[src/dma_evt_pkg.sv]
// Package with register map, field positions and reset values
package dma_evt_pkg;

  // Register byte addresses
  localparam logic [3:0] ADDR_EVENT_CTRL = 4'h0;
  localparam logic [3:0] ADDR_INT_CTRL   = 4'h4;
  localparam logic [3:0] ADDR_CHAN_CTRL  = 4'h8;
  localparam logic [3:0] ADDR_SIZES      = 4'hC;

  // Event control fields
  localparam int ABORT_SEL_LSB  = 16;
  localparam int START_SEL_LSB  = 8;
  localparam int FORCE_BIT      = 7;
  localparam int SWABORT_BIT    = 6;
  localparam int PATTERN_ABORT_EN_BIT      = 5;
  localparam int STARTEN_BIT    = 4;
  localparam int ABORTEN_BIT    = 3;
  localparam logic [7:0] SEL_RESET = 8'hFF;

  // Interrupt control fields
  localparam int IE_LSB         = 16;
  localparam int FL_SRC_DONE    = 7;
  localparam int FL_SRC_HALF    = 6;
  localparam int FL_DST_DONE    = 5;
  localparam int FL_DST_HALF    = 4;
  localparam int FL_BLOCK       = 3;
  localparam int FL_CELL        = 2;
  localparam int FL_ABORT       = 1;
  localparam int FL_ADDR_ERR    = 0;

  // Channel control fields
  localparam int CHANNEL_ENABLE_BIT       = 7;
  localparam int EVOFF_BIT      = 6;
  localparam int AUTOEN_BIT     = 4;
  localparam int BUSY_BIT       = 15;

  // Sizes register fields
  localparam int DSIZE_LSB      = 16;

endpackage : dma_evt_pkg

[src/dma_channel_event_irq_ctrl.sv]
// Channel event, abort and interrupt flag control for one DMA channel
//
// Added by the designer: the placing of the registers and strobed register access.
`timescale 1ns/100ps
module dma_channel_event_irq_ctrl #(
  parameter int PTR_W = 16                   // Pointer and size width
) (
  input  wire logic              CLK_SYS_I,     // System clock 100 MHz
  input  wire logic              SYS_RST_I,     // Async reset, high
  input  wire logic [3:0]        ADDR_I,        // Register byte address
  input  wire logic [31:0]       WDATA_I,       // Write data
  input  wire logic              WR_I,          // Write strobe
  input  wire logic              RD_I,          // Read strobe
  output logic      [31:0]       RDATA_O,       // Read data, cycle after
  input  wire logic              IRQ_VALID_I,   // System irq event pulse
  input  wire logic [7:0]        IRQ_NUM_I,     // System irq number
  input  wire logic [PTR_W-1:0]  SRC_PTR_I,     // Source pointer
  input  wire logic [PTR_W-1:0]  DST_PTR_I,     // Destination pointer
  input  wire logic              PTR_STEP_I,    // Pointers just moved
  input  wire logic              CELL_DONE_I,   // Cell finished pulse
  input  wire logic              BLOCK_DONE_I,  // Block finished pulse
  input  wire logic              PAT_MATCH_I,   // Pattern match pulse
  input  wire logic              ADDR_ERR_I,    // Invalid address pulse
  input  wire logic              BUSY_I,        // Engine is active
  output logic                   START_O,       // Start one cell, pulse
  output logic                   ABORT_O,       // Abort transfer, pulse
  output logic                   CHAN_EN_O,     // Channel enable level
  output logic                   IRQ_O          // Channel interrupt
);


  // Event control register fields
  logic [7:0]       abort_sel;         // Abort irq number
  logic [7:0]       start_sel;         // Start irq number
  logic             pattern_abort_en;  // Match aborts channel
  logic             start_trigger_en;  // Start irq gate
  logic             abort_trigger_en;  // Abort irq gate

  // Interrupt control register fields
  logic [7:0]       irq_ie;            // Per flag enables
  logic [7:0]       irq_flag;          // Sticky status flags

  // Channel control and sizes
  logic             channel_enable;    // Channel is on
  logic             events_when_off;   // React while off
  logic             auto_reenable;     // Stay on after block
  logic [PTR_W-1:0] source_size;       // Programmed src size
  logic [PTR_W-1:0] dest_size;         // Programmed dst size
  logic             busy_seen;         // Engine busy, registered

  // Register bus decode
  logic             wr_evt;            // Write to event control
  logic             wr_int;            // Write to interrupt control
  logic             wr_chan;           // Write to channel control
  logic             wr_size;           // Write to sizes

  // Event qualification
  logic             ev_ok;             // Events may act now
  logic             start_num_hit;     // Irq number equals start
  logic             abort_num_hit;     // Irq number equals abort
  logic             irq_start;         // Gated start irq
  logic             irq_abort;         // Gated abort irq
  logic             sw_force;          // Software start strobe
  logic             sw_abort;          // Software abort strobe
  logic             pat_abort;         // Enabled pattern abort
  logic             do_abort;          // Any abort cause
  logic             do_start;          // Start that survives abort

  // Pointer compares
  logic             src_at_end;        // Source pointer at size
  logic             src_at_half;       // Source pointer at half
  logic             dst_at_end;        // Dest pointer at size
  logic             dst_at_half;       // Dest pointer at half

  // Flag update terms
  logic [7:0]       flag_set;          // Hardware set terms
  logic [7:0]       pending;           // Flags that are enabled

  // Read views of each register
  logic [31:0]      evt_view;          // Event control word
  logic [31:0]      int_view;          // Interrupt control word
  logic [31:0]      chan_view;         // Channel control word
  logic [31:0]      size_view;         // Sizes word
  logic [31:0]      next_rdata;        // Selected read word

  // Half point of a size; size zero compares raw
  function automatic logic [PTR_W-1:0] half_of(
    input logic [PTR_W-1:0] s
  );
    half_of = s >> 1;
  endfunction : half_of

  // Address match, shared by every write decode
  function automatic logic reg_hit(
    input logic [3:0] a,
    input logic [3:0] target
  );
    reg_hit = (a == target);
  endfunction : reg_hit

  // Write decode; a write to an unmapped address does nothing
  assign wr_evt  = WR_I && reg_hit(ADDR_I, dma_evt_pkg::ADDR_EVENT_CTRL);
  assign wr_int  = WR_I && reg_hit(ADDR_I, dma_evt_pkg::ADDR_INT_CTRL);
  assign wr_chan = WR_I && reg_hit(ADDR_I, dma_evt_pkg::ADDR_CHAN_CTRL);
  assign wr_size = WR_I && reg_hit(ADDR_I, dma_evt_pkg::ADDR_SIZES);

  // Pointer compares, only used on a step pulse
  assign src_at_end  = (SRC_PTR_I == source_size);
  assign src_at_half = (SRC_PTR_I == half_of(source_size));
  assign dst_at_end  = (DST_PTR_I == dest_size);
  assign dst_at_half = (DST_PTR_I == half_of(dest_size));

  // Events count while enabled, or always if allowed when off
  assign ev_ok = channel_enable || events_when_off;

  // Irq number compare against both selects
  assign start_num_hit = (IRQ_NUM_I == start_sel);
  assign abort_num_hit = (IRQ_NUM_I == abort_sel);

  // Gated irq triggers
  assign irq_start = IRQ_VALID_I && start_trigger_en
                     && start_num_hit && ev_ok;
  assign irq_abort = IRQ_VALID_I && abort_trigger_en
                     && abort_num_hit && ev_ok;

  // Software strobes act on the write, nothing is stored
  assign sw_force = wr_evt && WDATA_I[dma_evt_pkg::FORCE_BIT];
  assign sw_abort = wr_evt && WDATA_I[dma_evt_pkg::SWABORT_BIT];

  // Pattern match aborts only when enabled
  assign pat_abort = PAT_MATCH_I && pattern_abort_en;

  // Any abort cause; an abort beats a start in the same cycle
  assign do_abort = irq_abort || sw_abort || pat_abort;
  assign do_start = (irq_start || sw_force) && !do_abort;

  // Hardware set terms, one per flag position
  always_comb begin
    flag_set = 8'h00;
    flag_set[dma_evt_pkg::FL_SRC_DONE] = PTR_STEP_I && src_at_end;
    flag_set[dma_evt_pkg::FL_SRC_HALF] = PTR_STEP_I && src_at_half;
    flag_set[dma_evt_pkg::FL_DST_DONE] = PTR_STEP_I && dst_at_end;
    flag_set[dma_evt_pkg::FL_DST_HALF] = PTR_STEP_I && dst_at_half;
    flag_set[dma_evt_pkg::FL_BLOCK]    = BLOCK_DONE_I
                                         || PAT_MATCH_I;
    flag_set[dma_evt_pkg::FL_CELL]     = CELL_DONE_I;
    flag_set[dma_evt_pkg::FL_ABORT]    = irq_abort;
    flag_set[dma_evt_pkg::FL_ADDR_ERR] = ADDR_ERR_I;
  end

  // Irq number selects
  always_ff @(posedge CLK_SYS_I or posedge SYS_RST_I) begin
    if (SYS_RST_I) begin
      abort_sel <= dma_evt_pkg::SEL_RESET;
      start_sel <= dma_evt_pkg::SEL_RESET;
    end else if (wr_evt) begin
      abort_sel <= WDATA_I[dma_evt_pkg::ABORT_SEL_LSB +: 8];
      start_sel <= WDATA_I[dma_evt_pkg::START_SEL_LSB +: 8];
    end
  end

  // Trigger enables of the event control register
  always_ff @(posedge CLK_SYS_I or posedge SYS_RST_I) begin
    if (SYS_RST_I) begin
      pattern_abort_en <= 1'b0;
      start_trigger_en <= 1'b0;
      abort_trigger_en <= 1'b0;
    end else if (wr_evt) begin
      pattern_abort_en <= WDATA_I[dma_evt_pkg::PATTERN_ABORT_EN_BIT];
      start_trigger_en <= WDATA_I[dma_evt_pkg::STARTEN_BIT];
      abort_trigger_en <= WDATA_I[dma_evt_pkg::ABORTEN_BIT];
    end
  end

  // Interrupt enables
  always_ff @(posedge CLK_SYS_I or posedge SYS_RST_I) begin
    if (SYS_RST_I) begin
      irq_ie <= 8'h00;
    end else if (wr_int) begin
      irq_ie <= WDATA_I[dma_evt_pkg::IE_LSB +: 8];
    end
  end

  // Sticky flags; a hardware set wins over a software clear
  always_ff @(posedge CLK_SYS_I or posedge SYS_RST_I) begin
    if (SYS_RST_I) begin
      irq_flag <= 8'h00;
    end else if (wr_int) begin
      irq_flag <= WDATA_I[7:0] | flag_set;
    end else begin
      irq_flag <= irq_flag | flag_set;
    end
  end

  // Flags whose interrupt is enabled, bit for bit
  assign pending = irq_flag & irq_ie;

  // Channel mode bits: events when off, auto enable
  always_ff @(posedge CLK_SYS_I or posedge SYS_RST_I) begin
    if (SYS_RST_I) begin
      events_when_off <= 1'b0;
      auto_reenable   <= 1'b0;
    end else if (wr_chan) begin
      events_when_off <= WDATA_I[dma_evt_pkg::EVOFF_BIT];
      auto_reenable   <= WDATA_I[dma_evt_pkg::AUTOEN_BIT];
    end
  end

  // Channel enable; hardware clears beat a same-cycle write
  always_ff @(posedge CLK_SYS_I or posedge SYS_RST_I) begin
    if (SYS_RST_I) begin
      channel_enable <= 1'b0;
    end else if (pat_abort) begin
      channel_enable <= 1'b0;
    end else if (BLOCK_DONE_I && !auto_reenable) begin
      channel_enable <= 1'b0;
    end else if (wr_chan) begin
      channel_enable <= WDATA_I[dma_evt_pkg::CHANNEL_ENABLE_BIT];
    end
  end

  // Programmed source size
  always_ff @(posedge CLK_SYS_I or posedge SYS_RST_I) begin
    if (SYS_RST_I) begin
      source_size <= '0;
    end else if (wr_size) begin
      source_size <= WDATA_I[PTR_W-1:0];
    end
  end

  // Programmed destination size
  always_ff @(posedge CLK_SYS_I or posedge SYS_RST_I) begin
    if (SYS_RST_I) begin
      dest_size <= '0;
    end else if (wr_size) begin
      dest_size <= WDATA_I[dma_evt_pkg::DSIZE_LSB +: PTR_W];
    end
  end

  // Abort command pulse to the engine
  always_ff @(posedge CLK_SYS_I or posedge SYS_RST_I) begin
    if (SYS_RST_I) begin
      ABORT_O <= 1'b0;
    end else begin
      ABORT_O <= do_abort;
    end
  end

  // Start command pulse, dropped when an abort shares the cycle
  always_ff @(posedge CLK_SYS_I or posedge SYS_RST_I) begin
    if (SYS_RST_I) begin
      START_O <= 1'b0;
    end else begin
      START_O <= do_start;
    end
  end

  // Channel enable level seen by the engine
  always_ff @(posedge CLK_SYS_I or posedge SYS_RST_I) begin
    if (SYS_RST_I) begin
      CHAN_EN_O <= 1'b0;
    end else begin
      CHAN_EN_O <= channel_enable;
    end
  end

  // Channel interrupt request
  always_ff @(posedge CLK_SYS_I or posedge SYS_RST_I) begin
    if (SYS_RST_I) begin
      IRQ_O <= 1'b0;
    end else begin
      IRQ_O <= |pending;
    end
  end

  // Engine busy level, registered for read back
  always_ff @(posedge CLK_SYS_I or posedge SYS_RST_I) begin
    if (SYS_RST_I) begin
      busy_seen <= 1'b0;
    end else begin
      busy_seen <= BUSY_I;
    end
  end

  // Event control as software sees it; strobe bits read zero
  always_comb begin
    evt_view = 32'h0000_0000;
    evt_view[dma_evt_pkg::ABORT_SEL_LSB +: 8] = abort_sel;
    evt_view[dma_evt_pkg::START_SEL_LSB +: 8] = start_sel;
    evt_view[dma_evt_pkg::PATTERN_ABORT_EN_BIT]   = pattern_abort_en;
    evt_view[dma_evt_pkg::STARTEN_BIT] = start_trigger_en;
    evt_view[dma_evt_pkg::ABORTEN_BIT] = abort_trigger_en;
  end

  // Interrupt control word; middle byte reads zero
  always_comb begin
    int_view = 32'h0000_0000;
    int_view[dma_evt_pkg::IE_LSB +: 8] = irq_ie;
    int_view[7:0] = irq_flag;
  end

  // Channel control word
  always_comb begin
    chan_view = 32'h0000_0000;
    chan_view[dma_evt_pkg::BUSY_BIT]   = busy_seen;
    chan_view[dma_evt_pkg::CHANNEL_ENABLE_BIT]   = channel_enable;
    chan_view[dma_evt_pkg::EVOFF_BIT]  = events_when_off;
    chan_view[dma_evt_pkg::AUTOEN_BIT] = auto_reenable;
  end

  // Sizes word, source low and destination high
  always_comb begin
    size_view = 32'h0000_0000;
    size_view[PTR_W-1:0] = source_size;
    size_view[dma_evt_pkg::DSIZE_LSB +: PTR_W] = dest_size;
  end

  // Read select; unmapped addresses read zero
  always_comb begin
    next_rdata = 32'h0000_0000;
    unique case (ADDR_I)
      dma_evt_pkg::ADDR_EVENT_CTRL: next_rdata = evt_view;
      dma_evt_pkg::ADDR_INT_CTRL:   next_rdata = int_view;
      dma_evt_pkg::ADDR_CHAN_CTRL:  next_rdata = chan_view;
      dma_evt_pkg::ADDR_SIZES:      next_rdata = size_view;
      default:                      next_rdata = 32'h0000_0000;
    endcase
  end

  // Read data stands only in the cycle after the strobe
  always_ff @(posedge CLK_SYS_I or posedge SYS_RST_I) begin
    if (SYS_RST_I) begin
      RDATA_O <= 32'h0000_0000;
    end else if (RD_I) begin
      RDATA_O <= next_rdata;
    end else begin
      RDATA_O <= 32'h0000_0000;
    end
  end

endmodule : dma_channel_event_irq_ctrl

[config.mk]
export PLATFORM = sky130hd
export DESIGN_NAME = dma_channel_event_irq_ctrl
export DESIGN_NICKNAME = d
export VERILOG_FILES = /design/src/dma_evt_pkg.sv /design/src/dma_channel_event_irq_ctrl.sv
export SDC_FILE = /design/constraint.sdc
export NUM_CORES = 1
export LEC_CHECK = 0
export BUFFER_PORTS_ARGS = -buffer_cell sky130_fd_sc_hd__buf_2
export CORE_UTILIZATION = 53
export CTS_CLUSTER_SIZE = 25
export DETAILED_ROUTE_END_ITERATION = 10
export PLACE_DENSITY_LB_ADDON = 0.15
export SLEW_MARGIN = 20
export SYNTH_ARGS = -nofsm -noshare
export SYNTH_HDL_FRONTEND = slang
export SYNTH_SLANG_ARGS = --single-unit
[constraint.sdc]
create_clock -name CLK_SYS_I -period 10.2 [get_ports CLK_SYS_I]
set_clock_uncertainty 0.05 [all_clocks]
set_input_delay 1.53 -clock CLK_SYS_I [delete_from_list [all_inputs] [get_ports CLK_SYS_I]]
set_output_delay 1.53 -clock CLK_SYS_I [all_outputs]
set_load 0.02 [all_outputs]
---- After elaboration in Yosys (flattened, before gate mapping) ----
Index checks and enable logic that the tools add are counted.
storage, ports and cells
  input port bits ......................... 87
  register bits ........................... 107
  output and inout port bits .............. 36
  logic and storage cells ................. 65
cells by class
  equality and inequality tests ........... 9
  multiplexer cells ....................... 6
  bitwise logic cells ..................... 3
  reduce and logical (&&, ||, !) cells .... 29
operators by type and width
  operator            number
  $pmux 32 s4         1
  $eq 16x15->1        2
  $eq 16x16->1        2
  $mux 32             1
  $logic_and 1x1->1   19
  $eq 8x8->1          2
  $or 8x8->8          2
  $and 8x8->8         1
  $eq 4x4->1 const B  2
  $mux 8              1
  $reduce_or 8->1     1
  $logic_or 1x1->1    5
  $eq 4x3->1 const B  1
  $logic_not 4->1     1
  $mux 1              3
  $reduce_bool 3->1   1
  $logic_not 1->1     2

---- Logic depth before layout (Yosys ltp) ----
  word-level depth ........................ 7
  mapped depth ............................ 6
  mapped depth without buffers ............ 4

---- Least setup slack after synthesis ----
No wires, ideal clock.
  path kind ............................... input to register
  from .................................... input ADDR_I[3]
  to ...................................... register irq_ie[0]
  arrival time ............................ 2.472 ns
  slack ................................... 7.553 ns
  stages on the path ...................... 4
  buffers on the path ..................... 1
  data required time ...................... 10.025 ns
  setup time .............................. 0.125 ns
  cell sequence ........................... nor4b_4 -> nand2_2 -> buf_6 -> mux2_4
on the way
  cells in the longest elaborated chain, start to end .. 2
ends and longest elaborated chain
  what                  RTL line                           RTL
  start, declared       dma_channel_event_irq_ctrl.sv:10   input wire logic [3:0] ADDR_I,
  $eq 4x3->1            dma_channel_event_irq_ctrl.sv:98   reg_hit = (a == target);
  $logic_and 1x1->1     dma_channel_event_irq_ctrl.sv:103  assign wr_int = WR_I && reg_hit(ADDR_I, dma_evt_pkg::ADDR_INT_CTRL);
  end signal, assigned  dma_channel_event_irq_ctrl.sv:180  irq_ie <= WDATA_I[dma_evt_pkg::IE_LSB +: 8];
  end, declared         dma_channel_event_irq_ctrl.sv:40   logic [7:0] irq_ie;
No other way between the ends.
A chain may end at the register's enable or synchronous reset.

---- Final worst setup path ----
  from .................................... input ADDR_I[1]
  to ...................................... register source_size[0]
on the way
  cells in the longest elaborated chain, start to end .. 2
ends and longest elaborated chain
  what                  RTL line                           RTL
  $eq 4x4->1            dma_channel_event_irq_ctrl.sv:98
  $logic_and 1x1->1     dma_channel_event_irq_ctrl.sv:105  assign wr_size = WR_I && reg_hit(ADDR_I, dma_evt_pkg::ADDR_SIZES);
  end signal, assigned  dma_channel_event_irq_ctrl.sv:227  source_size <= WDATA_I[PTR_W-1:0];
  end, declared         dma_channel_event_irq_ctrl.sv:47   logic [PTR_W-1:0] source_size;
No other way between the ends.

==> metrics.cfg <==
[routing]
final_antenna_net_count = 0
drtIter0Drc = 243
drc = 0
vias = 3687
firstDrtPassIters = 5
finalWirelength_um = 12410
wl_per_cell_um = 18.98
viasPerCell = 5.638

[synthesis]
syn_avg_cell_area_um2 = 12.72
synthesis.nets = 486
yosys.area_share.adder = 0
synthTopCellsByArea = dfrtp_1 45%, mux2_2 12%, xor2_1 12%, dfstp_2 8.3%, a22oi_1 2.8%
ys_ff_latch = 107
syn_inst = 399
synth_compound_area_frac = 0.06581
seq_area_frac_synth = 0.5314
synth_xor_area_frac = 0.1346
ys_warn_count = 0
synth_area_um2 = 5076
synthDistinctLibCells = 37
yosys.area_share.simple = 0.1023
yosysTopAreaCellShare = 0.4486
synth_top_family_by_area = multiplexers
synth_top_cell_by_area = dfrtp_1
synth_mux_area_frac = 0.1405

[clock_tree]
cts_tree = built
cts_resized = 0
post_cts_buffers = 0
clk_latency_ps = 360
path_clk_slew_ps = 100
hold_buffers = 0
cts_buffers = 9
cts_max_level = 3
numClockSinks = 107
root_buffer = clkbuf_8
cts_buffer_depth = 2

[sta]
rsz0062_at_grt = no
fin_crit_sh = 0.2923
finalSetupViolCount = 0
fmax_mhz = 335.4
tightest_slew_ps = 920.3
hold_viol = 0
slew_violations = 0
setup_tns_ps = 0
fin_crit_ps = 2982
maxSlewHeadroom = 0.3850
worst_slack_ps = 7218

[global_route]
grt_max_degree = 72
grt_pass1_vias = 3666
gr-total-overflow = 0
grt_usage = 0.2673
grt_pass1_wl_um = 19730
antenna_found_initial = 0

[placement]
hpwl_um = 8999
port_buffers = 122
gp_congestion = 0.8999
pre_cts_slack_ps = 6880

[power_and_ir_drop]
vdd_drop_max_mv = 0.08511
p_leak_uw = 0.002901
p_per_area_nw_per_um2 = 176.3

[die]
rows = 35
die_h_um = 99.87
start_util = 0.5494
dieArea_um2 = 9973
coreArea_um2 = 9240
io_pins = 123
fp.dieW_um = 99.87

[layout]
nets = 607
area_growth_pct = 17.65
final-seq-area_um2 = 2698
n_fill_cell = 747
diodes = 0
multi_input_area_um2 = 2250
drive_above_1_share = 0.4267

[job]
drv_cap = 0

[critical_path]
required_ps = 10390
crit_fanout = 33
endpoint_kind = register
crit_path_start_kind = input port
crit_type = input port to register
arrival_ps = 3170

[status]
outcome = complete, no violations

[hold_path]
hp-class = register to register

[layer usage]
metal  GRT usage  vias up  wire [um]  share of wire
met2      0.4090      146       5773           0.47
met4     0.09729        0        255          0.021
met1      0.3944     1851       5533           0.45
met5           0        -          0              0
li1            -     1673          -              -
met3     0.03203       17        849          0.068
[critical path: stages]
cell	delay (ps)
buf_2	160
nor2_2	140
and3_1	170
buf_4	360
nand2_4	350
mux2_1	440
[worst paths after layout]
check	from	endpoint	slack, ps	cells past startpoint
min in group asynchronous	SYS_RST_I	dest_size[8]$_DFFE_PP0P_	1140	2
worst max register to register	abort_sel[3]$_DFFE_PP1N_	ABORT_O$_DFF_PP0_	8420	4
worst min register to register	channel_enable$_DFFE_PP0P_	CHAN_EN_O$_DFF_PP0_	400	0
worst min-delay path	channel_enable$_DFFE_PP0P_	CHAN_EN_O$_DFF_PP0_	400	0
worst max-delay path	ADDR_I[1]	source_size[0]$_DFFE_PP0P_	7220	6
max in group asynchronous	SYS_RST_I	dest_size[7]$_DFFE_PP0P_	7720	3
[stage by stage]
stage | area [um2] | hold slack (ps) | std cells | util | power, uW
final | 5972 | 402.5 | 654 | 0.6463 | 1053
after global routing | 5972 | 430.9 | 654 | 0.6463 | 1107
after CTS | 5972 | 406.9 | 654 | 0.6463 | 1060
after detailed placement | 5763 | 381.2 | 638 | 0.6237 | 787.6
after global placement | 5763 | 377.1 | 638 | 0.6237 | 777.1
after floorplan | 5076 | 339.7 | 399 | - | 702.6
[kinds of logic (layout without fill, tap and decap cells)]
kind of cell / count (synthesis) / in the layout
muxes: 63 / 63
DFF: 107 / 107
and+or+nand+nor: 89 / 89
AOI/OAI and AO/OA: 43 / 43
buffers and inverters: 19 / 145
xor gates and xnor gates: 78 / 78
[flip-flops by register name, summed over array words and instances, names as in the netlist]
name and cells:
source_size 16, dest_size 16, pattern_abort_en 1, auto_reenable 1, start_sel 8, events_when_off 1, abort_trigger_en 1, irq_flag 8
IRQ_O 1, CHAN_EN_O 1, busy_seen 1, irq_ie 8, RDATA_O 32, ABORT_O 1, channel_enable 1, abort_sel 8
START_O 1, start_trigger_en 1
[synthesized netlist by cell type]
cell and instances:
a211o_1 3, a211oi_1 1, a21oi_1 4, a221oi_1 1, a222oi_1 10, a22o_1 1
a22oi_1 19, and2_1 1, and3_1 12, buf_2 4, buf_4 1, buf_6 5
buf_8 1, clkbuf_1 5, dfrtp_1 91, dfstp_2 16, inv_1 3, mux2_1 3
mux2_2 55, mux2_4 2, mux2i_1 3, nand2_1 10, nand2_2 2, nand2_4 1
nand2b_1 2, nand3_1 10, nand4_1 6, nor2_1 21, nor2_2 1, nor3_1 2
nor4_1 17, nor4_4 1, nor4b_4 2, o21ai_0 4, or2_2 1, xnor2_1 11
xor2_1 67
[cells in the final DEF (no fill, tap or decap), types with 2 or more instances in the layout]
cell type  instances
nand2_1           10
xnor2_1           11
buf_4              4
mux2i_1            3
nor3_1             2
a22oi_1           19
o21ai_0            4
nand2b_1           2
a211o_1            3
nand2_2            2
mux2_4             2
nor4_1            17
xor2_1            67
nand4_1            6
inv_1              2
mux2_2            55
dfrtp_1           91
a21oi_1            4
and3_1            12
nand3_1           10
nor4b_4            2
dfstp_2           16
mux2_1             3
nor2_1            21
clkbuf_8          10
inv_6              2
buf_2            122
a222oi_1          10
[power by group]
group          switching (uW)  internal (uW)
registers                85.4            499
logic                    88.2            109
clock network             147            123
[cell type report]
cell class / count / area share
Clock buffer: 10 / 0.02305
Timing Repair Buffer: 126 / 0.1073
Inverter: 3 / 0.002305
Tap cell: 129 / 0.02703
Clock inverter: 6 / 0.01194
Sequential cell: 107 / 0.4517
Multi-Input combinational cell: 273 / 0.3767
(Power assumes the default switching activity.)
